File: config.mk
export PLATFORM = sky130hd
export DESIGN_NAME = shm_monitor
export DESIGN_NICKNAME = d
export VERILOG_FILES = /design/src/verilog/shm_pkg.sv /design/src/verilog/shm_monitor.sv /design/src/verilog/shm_sec_tick.sv /design/src/verilog/shm_temp_cmp.sv
export SDC_FILE = /design/constraint.sdc
export NUM_CORES = 1
export LEC_CHECK = 0
export BUFFER_PORTS_ARGS = -buffer_cell sky130_fd_sc_hd__buf_2
export CORE_MARGIN = 10
export CORE_UTILIZATION = 50
export CTS_CLUSTER_SIZE = 10
export DETAILED_ROUTE_END_ITERATION = 6
export GPL_TIMING_DRIVEN = 1
export HOLD_SLACK_MARGIN = 0.03
export PLACE_DENSITY = 0.71
export SLEW_MARGIN = 20
export SYNTH_ARGS = -nofsm -noshare
export SYNTH_HDL_FRONTEND = slang
export SYNTH_SLANG_ARGS = --single-unit
File: constraint.sdc
create_clock -name clk -period 3.4 [get_ports clk]
set_input_delay 0.68 -clock clk [delete_from_list [all_inputs] [get_ports clk]]
set_output_delay 0.68 -clock clk [all_outputs]
set_load 0.01 [all_outputs]
File: src/verilog/shm_pkg.sv
// Purpose: shared constants and types of the system health monitor
// Assumes: 100 MHz clock, 32-bit classic wishbone register port
// Notes: temperatures are unsigned whole degrees celsius
package shm_pkg;
   // register byte offsets
   localparam logic [7:0] OFS_CTRL = 8'h00;
   localparam logic [7:0] OFS_TIMEOUT = 8'h04;
   localparam logic [7:0] OFS_KICK = 8'h08;
   localparam logic [7:0] OFS_STATUS = 8'h0c;
   localparam logic [7:0] OFS_MASK = 8'h10;
   localparam logic [7:0] OFS_LIMITS0 = 8'h14;
   localparam logic [7:0] OFS_LIMITS1 = 8'h18;
   localparam logic [7:0] OFS_STATE = 8'h1c;
   // control field positions
   localparam int CTRL_ACT = 0;
   localparam int CTRL_RST_EN = 1;
   localparam int CTRL_MON_EN = 2;
   localparam int CTRL_FAN_CTL = 3;
   localparam int CTRL_W = 4;
   // state register field positions
   localparam int STATE_SEC_LSB = 0;
   localparam int STATE_ACTIVE = 8;
   localparam int STATE_FAN_FAIL = 9;
   localparam int STATE_RUN_LSB = 10;
   localparam int STATE_TEMP_LSB = 12;
   // kick register field
   localparam int KICK_BIT = 0;
   // reset values
   localparam logic [CTRL_W-1:0] CTRL_RST = 4'h0;
   localparam logic [7:0] TIMEOUT_RST = 8'hff;
   localparam logic [7:0] LIMIT_HI_RST = 8'h50;
   localparam logic [7:0] LIMIT_LO_RST = 8'h05;
   localparam logic [2:0] MASK_RST = 3'h0;
   // timeout range in seconds
   localparam logic [7:0] TIMEOUT_MIN = 8'h03;
   localparam logic [7:0] TIMEOUT_MAX = 8'hff;
   // fixed supply-area fan threshold, degrees
   localparam logic [7:0] PSU_FAN_LIMIT = 8'h2d;
   // timing
   localparam longint ONE_SEC_NS = 1000000000;
   localparam longint CLK_PERIOD_NS = 10;
   localparam int unsigned SEC_CYCLES = int'(ONE_SEC_NS / CLK_PERIOD_NS);
   localparam logic [3:0] RST_PULSE_CYC = 4'h8;
   localparam int NSENS = 3;

   typedef enum logic [1:0] {DOG_STANDBY, DOG_ACTIVE, DOG_EXPIRED} shm_dog_e;

   typedef struct packed {
      logic green;
      logic red;
   } shm_led_s;

   typedef struct packed {
      logic fan;
      logic temp;
      logic expired;
   } shm_stat_s;

   typedef struct packed {
      logic [7:0] psu;
      logic [7:0] mem;
      logic [7:0] cpu;
   } shm_temps_s;

   typedef struct packed {
      logic cyc;
      logic stb;
      logic we;
      logic [3:0] sel;
      logic [7:0] adr;
      logic [31:0] dat;
   } shm_wbreq_s;
endpackage

File: src/verilog/shm_monitor.sv
// Purpose: watchdog, temperature and fan supervision with indicators
// Assumes: classic wishbone slave, one clock, sync active-low reset
// Notes: ack comes one cycle after the request; writes land with ack
//
// Summary of operation
// - after reset the watchdog idles, no reaction, run indicator dark
// - activation lights run indicator green and starts supervision
// - missed retrigger turns run indicator red and marks expiry
// - expiry also resets unit, interrupts, signals monitor app if enabled
// - timeout is 3 to 255 whole seconds; lower writes are raised to 3
// - writing the timeout while running retriggers from the new value
// - three sensors each compared with their own limits
// - supply area above 45 degrees with fan control on forces full fan
// - any sensor out of range latches error, red indicator, full fan
// - temperature error stays latched until acknowledged or reset
// - fan failure turns temperature indicator red, optional interrupt
// - fan error clears only after the fault is gone and acknowledged
// - run off/green/red is idle/active/expired; temp green normal
module shm_monitor
   import shm_pkg::*;
#(
   parameter int unsigned SEC_CYC = SEC_CYCLES
) (
   input wire logic clk,
   input wire logic rst_b,
   input wire shm_wbreq_s wbReq,
   output logic [31:0] wbDat_q,
   output logic wbAck_q,
   input wire shm_temps_s sensors,
   input wire logic fanFail,
   output shm_led_s runLed_q,
   output shm_led_s tempLed_q,
   output logic fanMax_q,
   output logic unitReset_q,
   output logic monitorAppReq_q,
   output logic irq_q
);
   function automatic logic [31:0] mergeBytes(input logic [31:0] old,
                                              input logic [31:0] nw,
                                              input logic [3:0] sel);
      logic [31:0] r;
      r = old;
      for (int i = 0; i < 4; i++) begin
         if (sel[i]) begin
            r[8*i +: 8] = nw[8*i +: 8];
         end
      end
      return r;
   endfunction

   logic [CTRL_W-1:0] ctrl_q;
   logic [7:0] timeoutPeriod_q;
   shm_stat_s stat_q;
   shm_stat_s stat_d;
   shm_stat_s mask_q;
   logic [NSENS-1:0][15:0] limits_q;
   shm_dog_e dogState_q;
   logic [7:0] secLeft_q;
   logic [3:0] rstCnt_q;
   logic [NSENS-1:0][7:0] sensArr;
   logic [NSENS-1:0] hit;
   logic wbCommit;
   logic wbWr;
   logic wrCtrl;
   logic wrTimeout;
   logic wrKick;
   logic wrStatus;
   logic wrMask;
   logic wrLim0;
   logic wrLim1;
   logic kick;
   logic [7:0] newTimeout;
   logic dogLoad;
   logic tick;
   logic expireEv;
   logic psuHot;
   logic [31:0] rdData;
   logic [31:0] lim0Merged;
   logic [31:0] lim1Merged;

   // bus: ack rises the cycle after the request, commit at the ack edge
   assign wbCommit = wbReq.cyc && wbReq.stb && wbAck_q;
   assign wbWr = wbCommit && wbReq.we;
   assign wrCtrl = wbWr && (wbReq.adr == OFS_CTRL);
   assign wrTimeout = wbWr && (wbReq.adr == OFS_TIMEOUT) && wbReq.sel[0];
   assign wrKick = wbWr && (wbReq.adr == OFS_KICK) && wbReq.sel[0];
   assign wrStatus = wbWr && (wbReq.adr == OFS_STATUS) && wbReq.sel[0];
   assign wrMask = wbWr && (wbReq.adr == OFS_MASK) && wbReq.sel[0];
   assign wrLim0 = wbWr && (wbReq.adr == OFS_LIMITS0);
   assign wrLim1 = wbWr && (wbReq.adr == OFS_LIMITS1);
   assign kick = wrKick && wbReq.dat[KICK_BIT];
   // below-range values are raised to the minimum rather than refused
   assign newTimeout = (wbReq.dat[7:0] < TIMEOUT_MIN) ? TIMEOUT_MIN
                                                       : wbReq.dat[7:0];
   assign lim0Merged = mergeBytes({limits_q[1], limits_q[0]}, wbReq.dat, wbReq.sel);
   assign lim1Merged = mergeBytes({16'h0000, limits_q[2]}, wbReq.dat, wbReq.sel);

   always_ff @(posedge clk) begin
      if (!rst_b) begin
         wbAck_q <= 1'b0;
      end else begin
         wbAck_q <= wbReq.cyc && wbReq.stb && !wbAck_q;
      end
   end

   always_comb begin
      rdData = 32'h0000_0000;
      if (wbReq.adr == OFS_CTRL) begin
         rdData[CTRL_W-1:0] = ctrl_q;
      end else if (wbReq.adr == OFS_TIMEOUT) begin
         rdData[7:0] = timeoutPeriod_q;
      end else if (wbReq.adr == OFS_STATUS) begin
         rdData[2:0] = stat_q;
      end else if (wbReq.adr == OFS_MASK) begin
         rdData[2:0] = mask_q;
      end else if (wbReq.adr == OFS_LIMITS0) begin
         rdData = {limits_q[1], limits_q[0]};
      end else if (wbReq.adr == OFS_LIMITS1) begin
         rdData[15:0] = limits_q[2];
      end else if (wbReq.adr == OFS_STATE) begin
         rdData[STATE_SEC_LSB +: 8] = secLeft_q;
         rdData[STATE_ACTIVE] = (dogState_q == DOG_ACTIVE);
         rdData[STATE_FAN_FAIL] = fanFail;
         rdData[STATE_RUN_LSB +: 2] = runLed_q;
         rdData[STATE_TEMP_LSB +: 2] = tempLed_q;
      end
   end

   always_ff @(posedge clk) begin
      if (!rst_b) begin
         wbDat_q <= 32'h0000_0000;
      end else if (wbReq.cyc && wbReq.stb && !wbAck_q && !wbReq.we) begin
         wbDat_q <= rdData;
      end
   end

   // settings hold until rewritten or reset
   always_ff @(posedge clk) begin
      if (!rst_b) begin
         ctrl_q <= CTRL_RST;
      end else if (wrCtrl && wbReq.sel[0]) begin
         ctrl_q <= wbReq.dat[CTRL_W-1:0];
      end
   end

   always_ff @(posedge clk) begin
      if (!rst_b) begin
         timeoutPeriod_q <= TIMEOUT_RST;
      end else if (wrTimeout) begin
         timeoutPeriod_q <= newTimeout;
      end
   end

   always_ff @(posedge clk) begin
      if (!rst_b) begin
         mask_q <= MASK_RST;
      end else if (wrMask) begin
         mask_q <= wbReq.dat[2:0];
      end
   end

   always_ff @(posedge clk) begin
      if (!rst_b) begin
         for (int i = 0; i < NSENS; i++) begin
            limits_q[i] <= {LIMIT_LO_RST, LIMIT_HI_RST};
         end
      end else if (wrLim0) begin
         limits_q[0] <= lim0Merged[15:0];
         limits_q[1] <= lim0Merged[31:16];
      end else if (wrLim1) begin
         limits_q[2] <= lim1Merged[15:0];
      end
   end

   // watchdog
   shm_sec_tick #(.SEC_CYC(SEC_CYC)) secTick (
      .clk(clk),
      .rst_b(rst_b),
      .restart(dogLoad),
      .tick(tick)
   );

   assign dogLoad = (dogState_q == DOG_STANDBY && ctrl_q[CTRL_ACT])
                    || (dogState_q == DOG_ACTIVE && (kick || wrTimeout));
   assign expireEv = (dogState_q == DOG_ACTIVE) && ctrl_q[CTRL_ACT] && !kick
                     && !wrTimeout && tick && (secLeft_q == 8'h01);

   always_ff @(posedge clk) begin
      if (!rst_b) begin
         dogState_q <= DOG_STANDBY;
         secLeft_q <= TIMEOUT_RST;
      end else begin
         case (dogState_q)
            DOG_STANDBY: begin
               // kicks are ignored here
               if (ctrl_q[CTRL_ACT]) begin
                  dogState_q <= DOG_ACTIVE;
                  secLeft_q <= timeoutPeriod_q;
               end
            end
            DOG_ACTIVE: begin
               if (!ctrl_q[CTRL_ACT]) begin
                  dogState_q <= DOG_STANDBY;
               end else if (wrTimeout) begin
                  secLeft_q <= newTimeout;
               end else if (kick) begin
                  secLeft_q <= timeoutPeriod_q;
               end else if (expireEv) begin
                  dogState_q <= DOG_EXPIRED;
                  secLeft_q <= 8'h00;
               end else if (tick) begin
                  secLeft_q <= secLeft_q - 8'h01;
               end
            end
            DOG_EXPIRED: begin
               // stays red until software deactivates
               if (!ctrl_q[CTRL_ACT]) begin
                  dogState_q <= DOG_STANDBY;
               end
            end
            default: begin
               dogState_q <= DOG_STANDBY;
            end
         endcase
      end
   end

   // optional reactions on expiry
   always_ff @(posedge clk) begin
      if (!rst_b) begin
         unitReset_q <= 1'b0;
         rstCnt_q <= 4'h0;
      end else if (expireEv && ctrl_q[CTRL_RST_EN]) begin
         unitReset_q <= 1'b1;
         rstCnt_q <= RST_PULSE_CYC - 4'h1;
      end else if (rstCnt_q != 4'h0) begin
         rstCnt_q <= rstCnt_q - 4'h1;
      end else begin
         unitReset_q <= 1'b0;
      end
   end

   always_ff @(posedge clk) begin
      if (!rst_b) begin
         monitorAppReq_q <= 1'b0;
      end else begin
         monitorAppReq_q <= stat_q.expired && ctrl_q[CTRL_MON_EN];
      end
   end

   // temperature supervision
   assign sensArr = sensors;
   for (genvar g = 0; g < NSENS; g++) begin : gSens
      shm_temp_cmp cmp (
         .clk(clk),
         .rst_b(rst_b),
         .temp(sensArr[g]),
         .hiLimit(limits_q[g][7:0]),
         .loLimit(limits_q[g][15:8]),
         .outOfRange(hit[g])
      );
   end

   assign psuHot = sensors.psu > PSU_FAN_LIMIT;

   // sticky status, write one to clear, a set in the same cycle wins
   always_comb begin
      stat_d = stat_q;
      if (wrStatus) begin
         stat_d.expired = stat_q.expired && !wbReq.dat[0];
         stat_d.temp = stat_q.temp && !wbReq.dat[1];
         // fan error cannot be cleared while the fault persists
         stat_d.fan = stat_q.fan && !(wbReq.dat[2] && !fanFail);
      end
      stat_d.expired = stat_d.expired || expireEv;
      stat_d.temp = stat_d.temp || (|hit);
      stat_d.fan = stat_d.fan || fanFail;
   end

   always_ff @(posedge clk) begin
      if (!rst_b) begin
         stat_q <= '0;
      end else begin
         stat_q <= stat_d;
      end
   end

   always_ff @(posedge clk) begin
      if (!rst_b) begin
         irq_q <= 1'b0;
      end else begin
         irq_q <= |(stat_q & mask_q);
      end
   end

   always_ff @(posedge clk) begin
      if (!rst_b) begin
         fanMax_q <= 1'b0;
      end else begin
         fanMax_q <= stat_q.temp || (ctrl_q[CTRL_FAN_CTL] && psuHot);
      end
   end

   // indicators
   always_ff @(posedge clk) begin
      if (!rst_b) begin
         runLed_q <= '0;
      end else begin
         case (dogState_q)
            DOG_ACTIVE: runLed_q <= '{green: 1'b1, red: 1'b0};
            DOG_EXPIRED: runLed_q <= '{green: 1'b0, red: 1'b1};
            default: runLed_q <= '0;
         endcase
      end
   end

   // off only while held in reset, i.e. system not running
   always_ff @(posedge clk) begin
      if (!rst_b) begin
         tempLed_q <= '0;
      end else if (stat_q.temp || stat_q.fan) begin
         tempLed_q <= '{green: 1'b0, red: 1'b1};
      end else begin
         tempLed_q <= '{green: 1'b1, red: 1'b0};
      end
   end
endmodule

File: src/verilog/shm_sec_tick.sv
// Purpose: one-second prescaler for the timeout counter
// Assumes: restart is a one-cycle pulse from the watchdog
// Notes: restart realigns the second so a reload gives a full interval
module shm_sec_tick
   import shm_pkg::*;
#(
   parameter int unsigned SEC_CYC = SEC_CYCLES
) (
   input wire logic clk,
   input wire logic rst_b,
   input wire logic restart,
   output logic tick
);
   localparam int CW = $clog2(SEC_CYC + 1);
   localparam logic [CW-1:0] LAST = CW'(SEC_CYC - 1);
   logic [CW-1:0] cnt_q;

   always_ff @(posedge clk) begin
      if (!rst_b || restart) begin
         cnt_q <= '0;
      end else if (cnt_q == LAST) begin
         cnt_q <= '0;
      end else begin
         cnt_q <= cnt_q + CW'(1);
      end
   end

   assign tick = (cnt_q == LAST) && !restart;
endmodule

File: src/verilog/shm_temp_cmp.sv
// Purpose: window compare of one temperature sensor
// Assumes: sensor value synchronous to clk
// Notes: result registered, one cycle behind the sensor
module shm_temp_cmp
   import shm_pkg::*;
(
   input wire logic clk,
   input wire logic rst_b,
   input wire logic [7:0] temp,
   input wire logic [7:0] hiLimit,
   input wire logic [7:0] loLimit,
   output logic outOfRange
);
   always_ff @(posedge clk) begin
      if (!rst_b) begin
         outOfRange <= 1'b0;
      end else begin
         outOfRange <= (temp > hiLimit) || (temp < loLimit);
      end
   end
endmodule

* Word level (Yosys, flattened, before mapping) *
Index checks and enable logic that the tools add are counted.

storage, ports and cells
  register bits = 151
  word-level logic and storage cells = 171

cells by class
  bitwise gates (word level) = 3
  magnitude comparators = 8
  equal/unequal tests = 19
  add/sub/neg operators = 3
  reduce and logical (&&, ||, !) cells = 71
  muxes and demuxes = 35

operators with widths
  kind                     number
  $mux W8                  8
  $mux W29                 2
  $logic_and A1 B1 Y1      33
  $eq A8 B5 Y1 const B     4
  $mux W16                 2
  $mux W14                 2
  $mux W28                 1
  $add A27 B1 Y27 const B  1
  $eq A27 B27 Y1 const B   1
  $gt A8 B8 Y1             3
  $lt A8 B8 Y1             3
  $mux W24                 1
  $eq A8 B4 Y1 const B     2
  $mux W2                  8
  $pmux W8 S2              1
  $mux W3                  5
  $logic_or A1 B1 Y1       11
  $logic_not A1 Y1         10
  $ne A3 B3 Y1 const B     3
  $eq A8 B1 Y1 const B     1
  $eq A8 B3 Y1 const B     1
  $gt A8 B6 Y1 const B     1
  $logic_not A8 Y1         1
  $lt A8 B2 Y1 const B     1
  other kinds (21)         33

* Depth between registers and ports, before layout *
  depth after elaboration = 18
  mapped depth = 9
  gate-level depth less buffers = 8

* Modules after synthesis *
From an unflattened synthesis, not the netlist that was laid out.

unflattened totals
  cell total of the unflattened synthesis = 928
  area, all modules = 8012.7 um^2

by module, submodules not included
  module        cells an instance  area an instance (um^2)  times used  seq. area each (um^2)
  shm_monitor   619                5515.3                   1           2422.3
  shm_sec_tick  147                1258.7                   1           540.5
  shm_temp_cmp  54                 412.9                    3           20.0

* Worst setup path before layout *
Ideal clock, no wire load.

  kind = in2reg
  start = in wbReq[36] in the netlist's numbering
  end = reg secTick.cnt_q[23]
  stages = 8
  slack = 1235 ps
  data arrival time = 2051 ps
  setup time = 115 ps
  cells stage by stage = buf_6 nor4_4 nand4_4 nor2_4 mux2i_1 o211ai_4 buf_6 nor2_1

on the way
  word-level cells in the longest chain between the ends = 9

RTL lines
  element                                RTL line            text
  from (decl)                            shm_monitor.sv:26   input wire shm_wbreq_s wbReq,
  $eq A8 B4 Y1                           shm_monitor.sv:86   assign wrKick = wbWr && (wbReq.adr == OFS_KICK) && wbReq.sel[0];
  $logic_and A1 B1 Y1 (2 in a row)       shm_monitor.sv:86
  $logic_and A1 B1 Y1                    shm_monitor.sv:91   assign kick = wrKick && wbReq.dat[KICK_BIT];
  $logic_or A1 B1 Y1 (*)                 shm_monitor.sv:184  || (dogState_q == DOG_ACTIVE && (kick || wrTimeout));
  $logic_and A1 B1 Y1 (*)                shm_monitor.sv:184
  $logic_or A1 B1 Y1 (*)                 shm_monitor.sv:184
  $logic_or A1 B1 Y1 (*)                 shm_sec_tick.sv:19  if (!rst_b || restart) begin
  $reduce_or A2 Y1 (no source line) (*)  n/a
  to (signal assigned)                   shm_sec_tick.sv:24  cnt_q <= cnt_q + CW'(1);
  to (decl)                              shm_sec_tick.sv:16  logic [CW-1:0] cnt_q;

Mark *: on every way between the ends. The rest lies on a longest branch, timed or not.
A chain may end at the register's enable or synchronous reset.

* Worst setup path in the final report *
  start = in wbReq[33] in the netlist's numbering
  end = reg limits_q[10] in the netlist's numbering

on the way
  word-level cells in the longest chain between the ends = 3

RTL lines
  element                             RTL line            text
  $eq A8 B5 Y1                        shm_monitor.sv:89   assign wrLim0 = wbWr && (wbReq.adr == OFS_LIMITS0);
  $logic_and A1 B1 Y1                 shm_monitor.sv:89
  $reduce_and A2 Y1 (no source line)  n/a
  to (signal, indexed assignment)     shm_monitor.sv:165  limits_q[i] <= {LIMIT_LO_RST, LIMIT_HI_RST};
  to (decl)                           shm_monitor.sv:56   logic [NSENS-1:0][15:0] limits_q;

No other way between the ends.

==> parameters.txt <==
Parameter                              Value

Status
  Run status    finished clean

Floorplan
  Num rows    46
  Number of placed I/O pins    115
  Die extent in y    146.2 um
  Starting utilization of the core area    0.5065
  Horizontal extent of the die    146.2 um
  Placeable Area    15710 sq um
  Die ar.    21360 sq um

Yosys
  Dominant combinational cell family by area after synthesis    simple AND/OR/NAND/NOR gates
  Synth unique cells    72
  Post-Synthesis Cell Area    7958 sq um
  Post-Synth Simple-Gate Area    0.2420
  EDFF count, synth    0
  Flip-flop cell with the highest count after synthesis    dfxtp_1
  Most frequent cell after synthesis    dfxtp_1
  Most numerous cell types in the synthesized netlist    dfxtp_1 (151), nand2_1 (110), nand3_1 (61), nor2b_1 (58), inv_1 (55)
  Per-instance average area after synthesis    8.631 sq um
  Sequential cell area fraction in the yosys report    0.3799
  Area share of the leading cell type in the synthesized netlist    0.3799
  Synthesized-area fraction occupied by ao, oa, aoi and oai cells    0.1591
  Share of cell area taken by muxes after synthesis    0.05142
  Total of warnings raised by yosys    0
  Post-Synth XOR/XNOR Area    0.03522
  Largest area contributor in the netlist    dfxtp_1
  Synth Net Count    1046
  Synth top area cells    dfxtp_1 (38%), ha_1 (7.9%), nand2_1 (5.2%)
  Share of synthesized registers carrying an async set or reset    0
  Flops & latches, synth    151
  Fraction of the mapped netlist area in adder cells    0.07862
  Cell count after synthesis    922

Power
  Static leakage    3.767 nW
  VDD IR max    0.3596 mV
  Total power divided by cell area    445.4 nW/um^2
  Post-layout power    0.004142 W

Clocking
  Count of buffers added by post-CTS timing repair for setup    0
  Clock insertion delay at the later pin of the skew report    0.43 ns
  Number of buffers inserted by hold repair at cts    0
  Quantity of gates resized following cts    0
  Maximum buffer depth of the clock tree    2
  H-Tree Depth    4
  Number of clock buffers inserted by TritonCTS    17
  Clk root buf    clkbuf_16
  Clock transition at the registers of the reported paths    0.06 ns
  Number of clock sinks seen by CTS    151
  CTS tree    built

STA
  Max-slew violation count    0
  Transition time at the pin with the least slew margin    0.7148 ns
  Worst hold slack after final layout    0.4569 ns
  Worst slew margin relative to its limit    0.5212
  Summed negative setup slack over all endpoints    0 ns
  Tcrit/Tclk final    0.6826
  Final Setup Violations    0
  Maximum achievable frequency    430.9 MHz
  Worst clock skew    0.01279 ns
  RSZ-0062 raised after global routing    no
  Number of hold violations in the final report    0
  Clock period minus worst slack    2.321 ns

Global route
  Number of global-route vias before repair    6691
  Aggregate global routing overflow    0
  Global-route wire length before repair    34560 um
  Total global routing track utilization    0.1972
  Maximum number of pins on one net before global-route repair    51
  Initial antenna violation count    1

Setup path
  Worst-path cell with the longest stage delay    nor3_4
  Cell family contributing the most delay on the critical path    simple AND/OR/NAND/NOR gates
  Worst Path Arrival    2.61 ns
  Required time at the worst-slack endpoint    3.69 ns
  Critical path endpoint category    flop
  Critical path startpoint category    input pin
  Worst Path Class, Setup    in -> reg
  Chain of cells forming the critical path    buf_2 > nor4_2 > nand3_2 > nor3_4 > nand2_1 > nand2_1 > nand3_1
  Worst stage delay on the critical path    0.53 ns
  Biggest fanout along the worst timing path    12
  Worst path bufs/invs    1
  Most common cell on crit path    nand2_1

Job
  Maximum capacitance violations    0

Route
  Count of routing violations after the opening detailed-route iteration    450
  Length of the first detailed-routing pass in iterations    5
  Remaining DRCs    0
  Per-cell routed wire length    17.06 um
  Overall via count from detail_route    6970
  Number of nets with antenna violations after routing    0
  Average via count per standard cell    5.572
  Total length of routed wires    21340 um

Cells and area
  Final net count    1147
  Layout Area Growth over Synthesis    16.86%
  Ratio of cells with drive above 1 in the final layout    0.1760
  Utilization after layout    0.5918

Placement
  Final GP Congestion    0.8905
  DPL Wire Length    15820 um
  Number of buffer cells added on primary ports    114

Hold path
  Hold Path Class    reg -> reg
==> layer usage <==
layer / up-vias / part of all wire / global-route usage
met5: - / 0 / 0
met2: 244 / 0.45 / 0.3062
met1: 3268 / 0.47 / 0.2603
met3: 21 / 0.067 / 0.05532
li1: 3437 / - / -
met4: 0 / 0.012 / 0.05906
==> placed cells by master, fill, tap and decap left out, drive strengths merged, types with 33 or more instances in the layout <==
master / netlist / routed
nor2: 52 / 52
dfxtp: 151 / 151
inv: 55 / 56
ha: 50 / 50
o21ai: 50 / 50
nor2b: 58 / 58
nand2: 110 / 110
mux2i: 33 / 33
buf: 16 / 129
nand3: 62 / 62
==> tightest hold or removal path, stage by stage, from the launching register on <==
cell and delay [ns]:
dfxtp_1 0.30, nand2_1 0.04, a21boi_0 0.06
==> power by group <==
part / internal, W / switching [W] / total (W)
clock: 0.00119 / 0.000744 / 0.00193
combinational: 0.000165 / 0.000214 / 0.000380
sequential: 0.00180 / 0.0000258 / 0.00183
==> cell type report <==
cell class / count / area [sq um]
clock buffer: 20 / 456.7
multi-input combinational: 669 / 4507
antenna: 1 / 2.502
inverter: 55 / 206.4
clock inverter: 10 / 147.6
tap: 216 / 270.3
timing repair buffer: 129 / 685.7
sequential: 151 / 3023
fill: 1453 / 6414
==> logic make-up (layout without fill, tap and decap cells) <==
| family | after synthesis | count (layout) |
|---|---|---|
| buf+inv | 102 | 214 |
| simple gates | 363 | 363 |
| mux | 37 | 37 |
| xor+xnor | 32 | 32 |
| flops | 151 | 151 |
| compound gates | 187 | 187 |
| fa+ha+maj | 50 | 50 |
| other cells | 0 | 1 |
==> sequential cells by signal, indices dropped and copies added (netlist names), 3 cells and up <==
| signal | cells |
|---|---|
| limits_q | 48 |
| wbDat_q | 32 |
| secTick.cnt_q | 27 |
| secLeft_q | 8 |
| timeoutPeriod_q | 8 |
| ctrl_q | 4 |
| rstCnt_q | 4 |
| gSens.cmp.outOfRange | 3 |
| mask_q | 3 |
| stat_q | 3 |
==> per-stage QoR <==
step           setup slack, ns  cells  instance area [sq um]
2_1_floorplan            1.235    922                   7958
3_3_place_gp            0.6754   1220                   8692
3_5_place_dp            0.6444   1220                   8692
4_1_cts                  1.098   1250                   9296
5_1_grt                 0.9384   1250                   9296
6_report                 1.079   1251                   9299
==> final timing paths <==
check        cells after the start           end        startpoint  slack [ns]
max reg2reg                      7   rstCnt_q[3]  secTick.cnt_q[0]        1.17
min reg2reg                      2    wbDat_q[7]        wbDat_q[7]        0.46
min                              2    wbDat_q[7]        wbDat_q[7]        0.46
max                              7  limits_q[10]         wbReq[33]        1.08
Power figures use the tool's default switching activity.
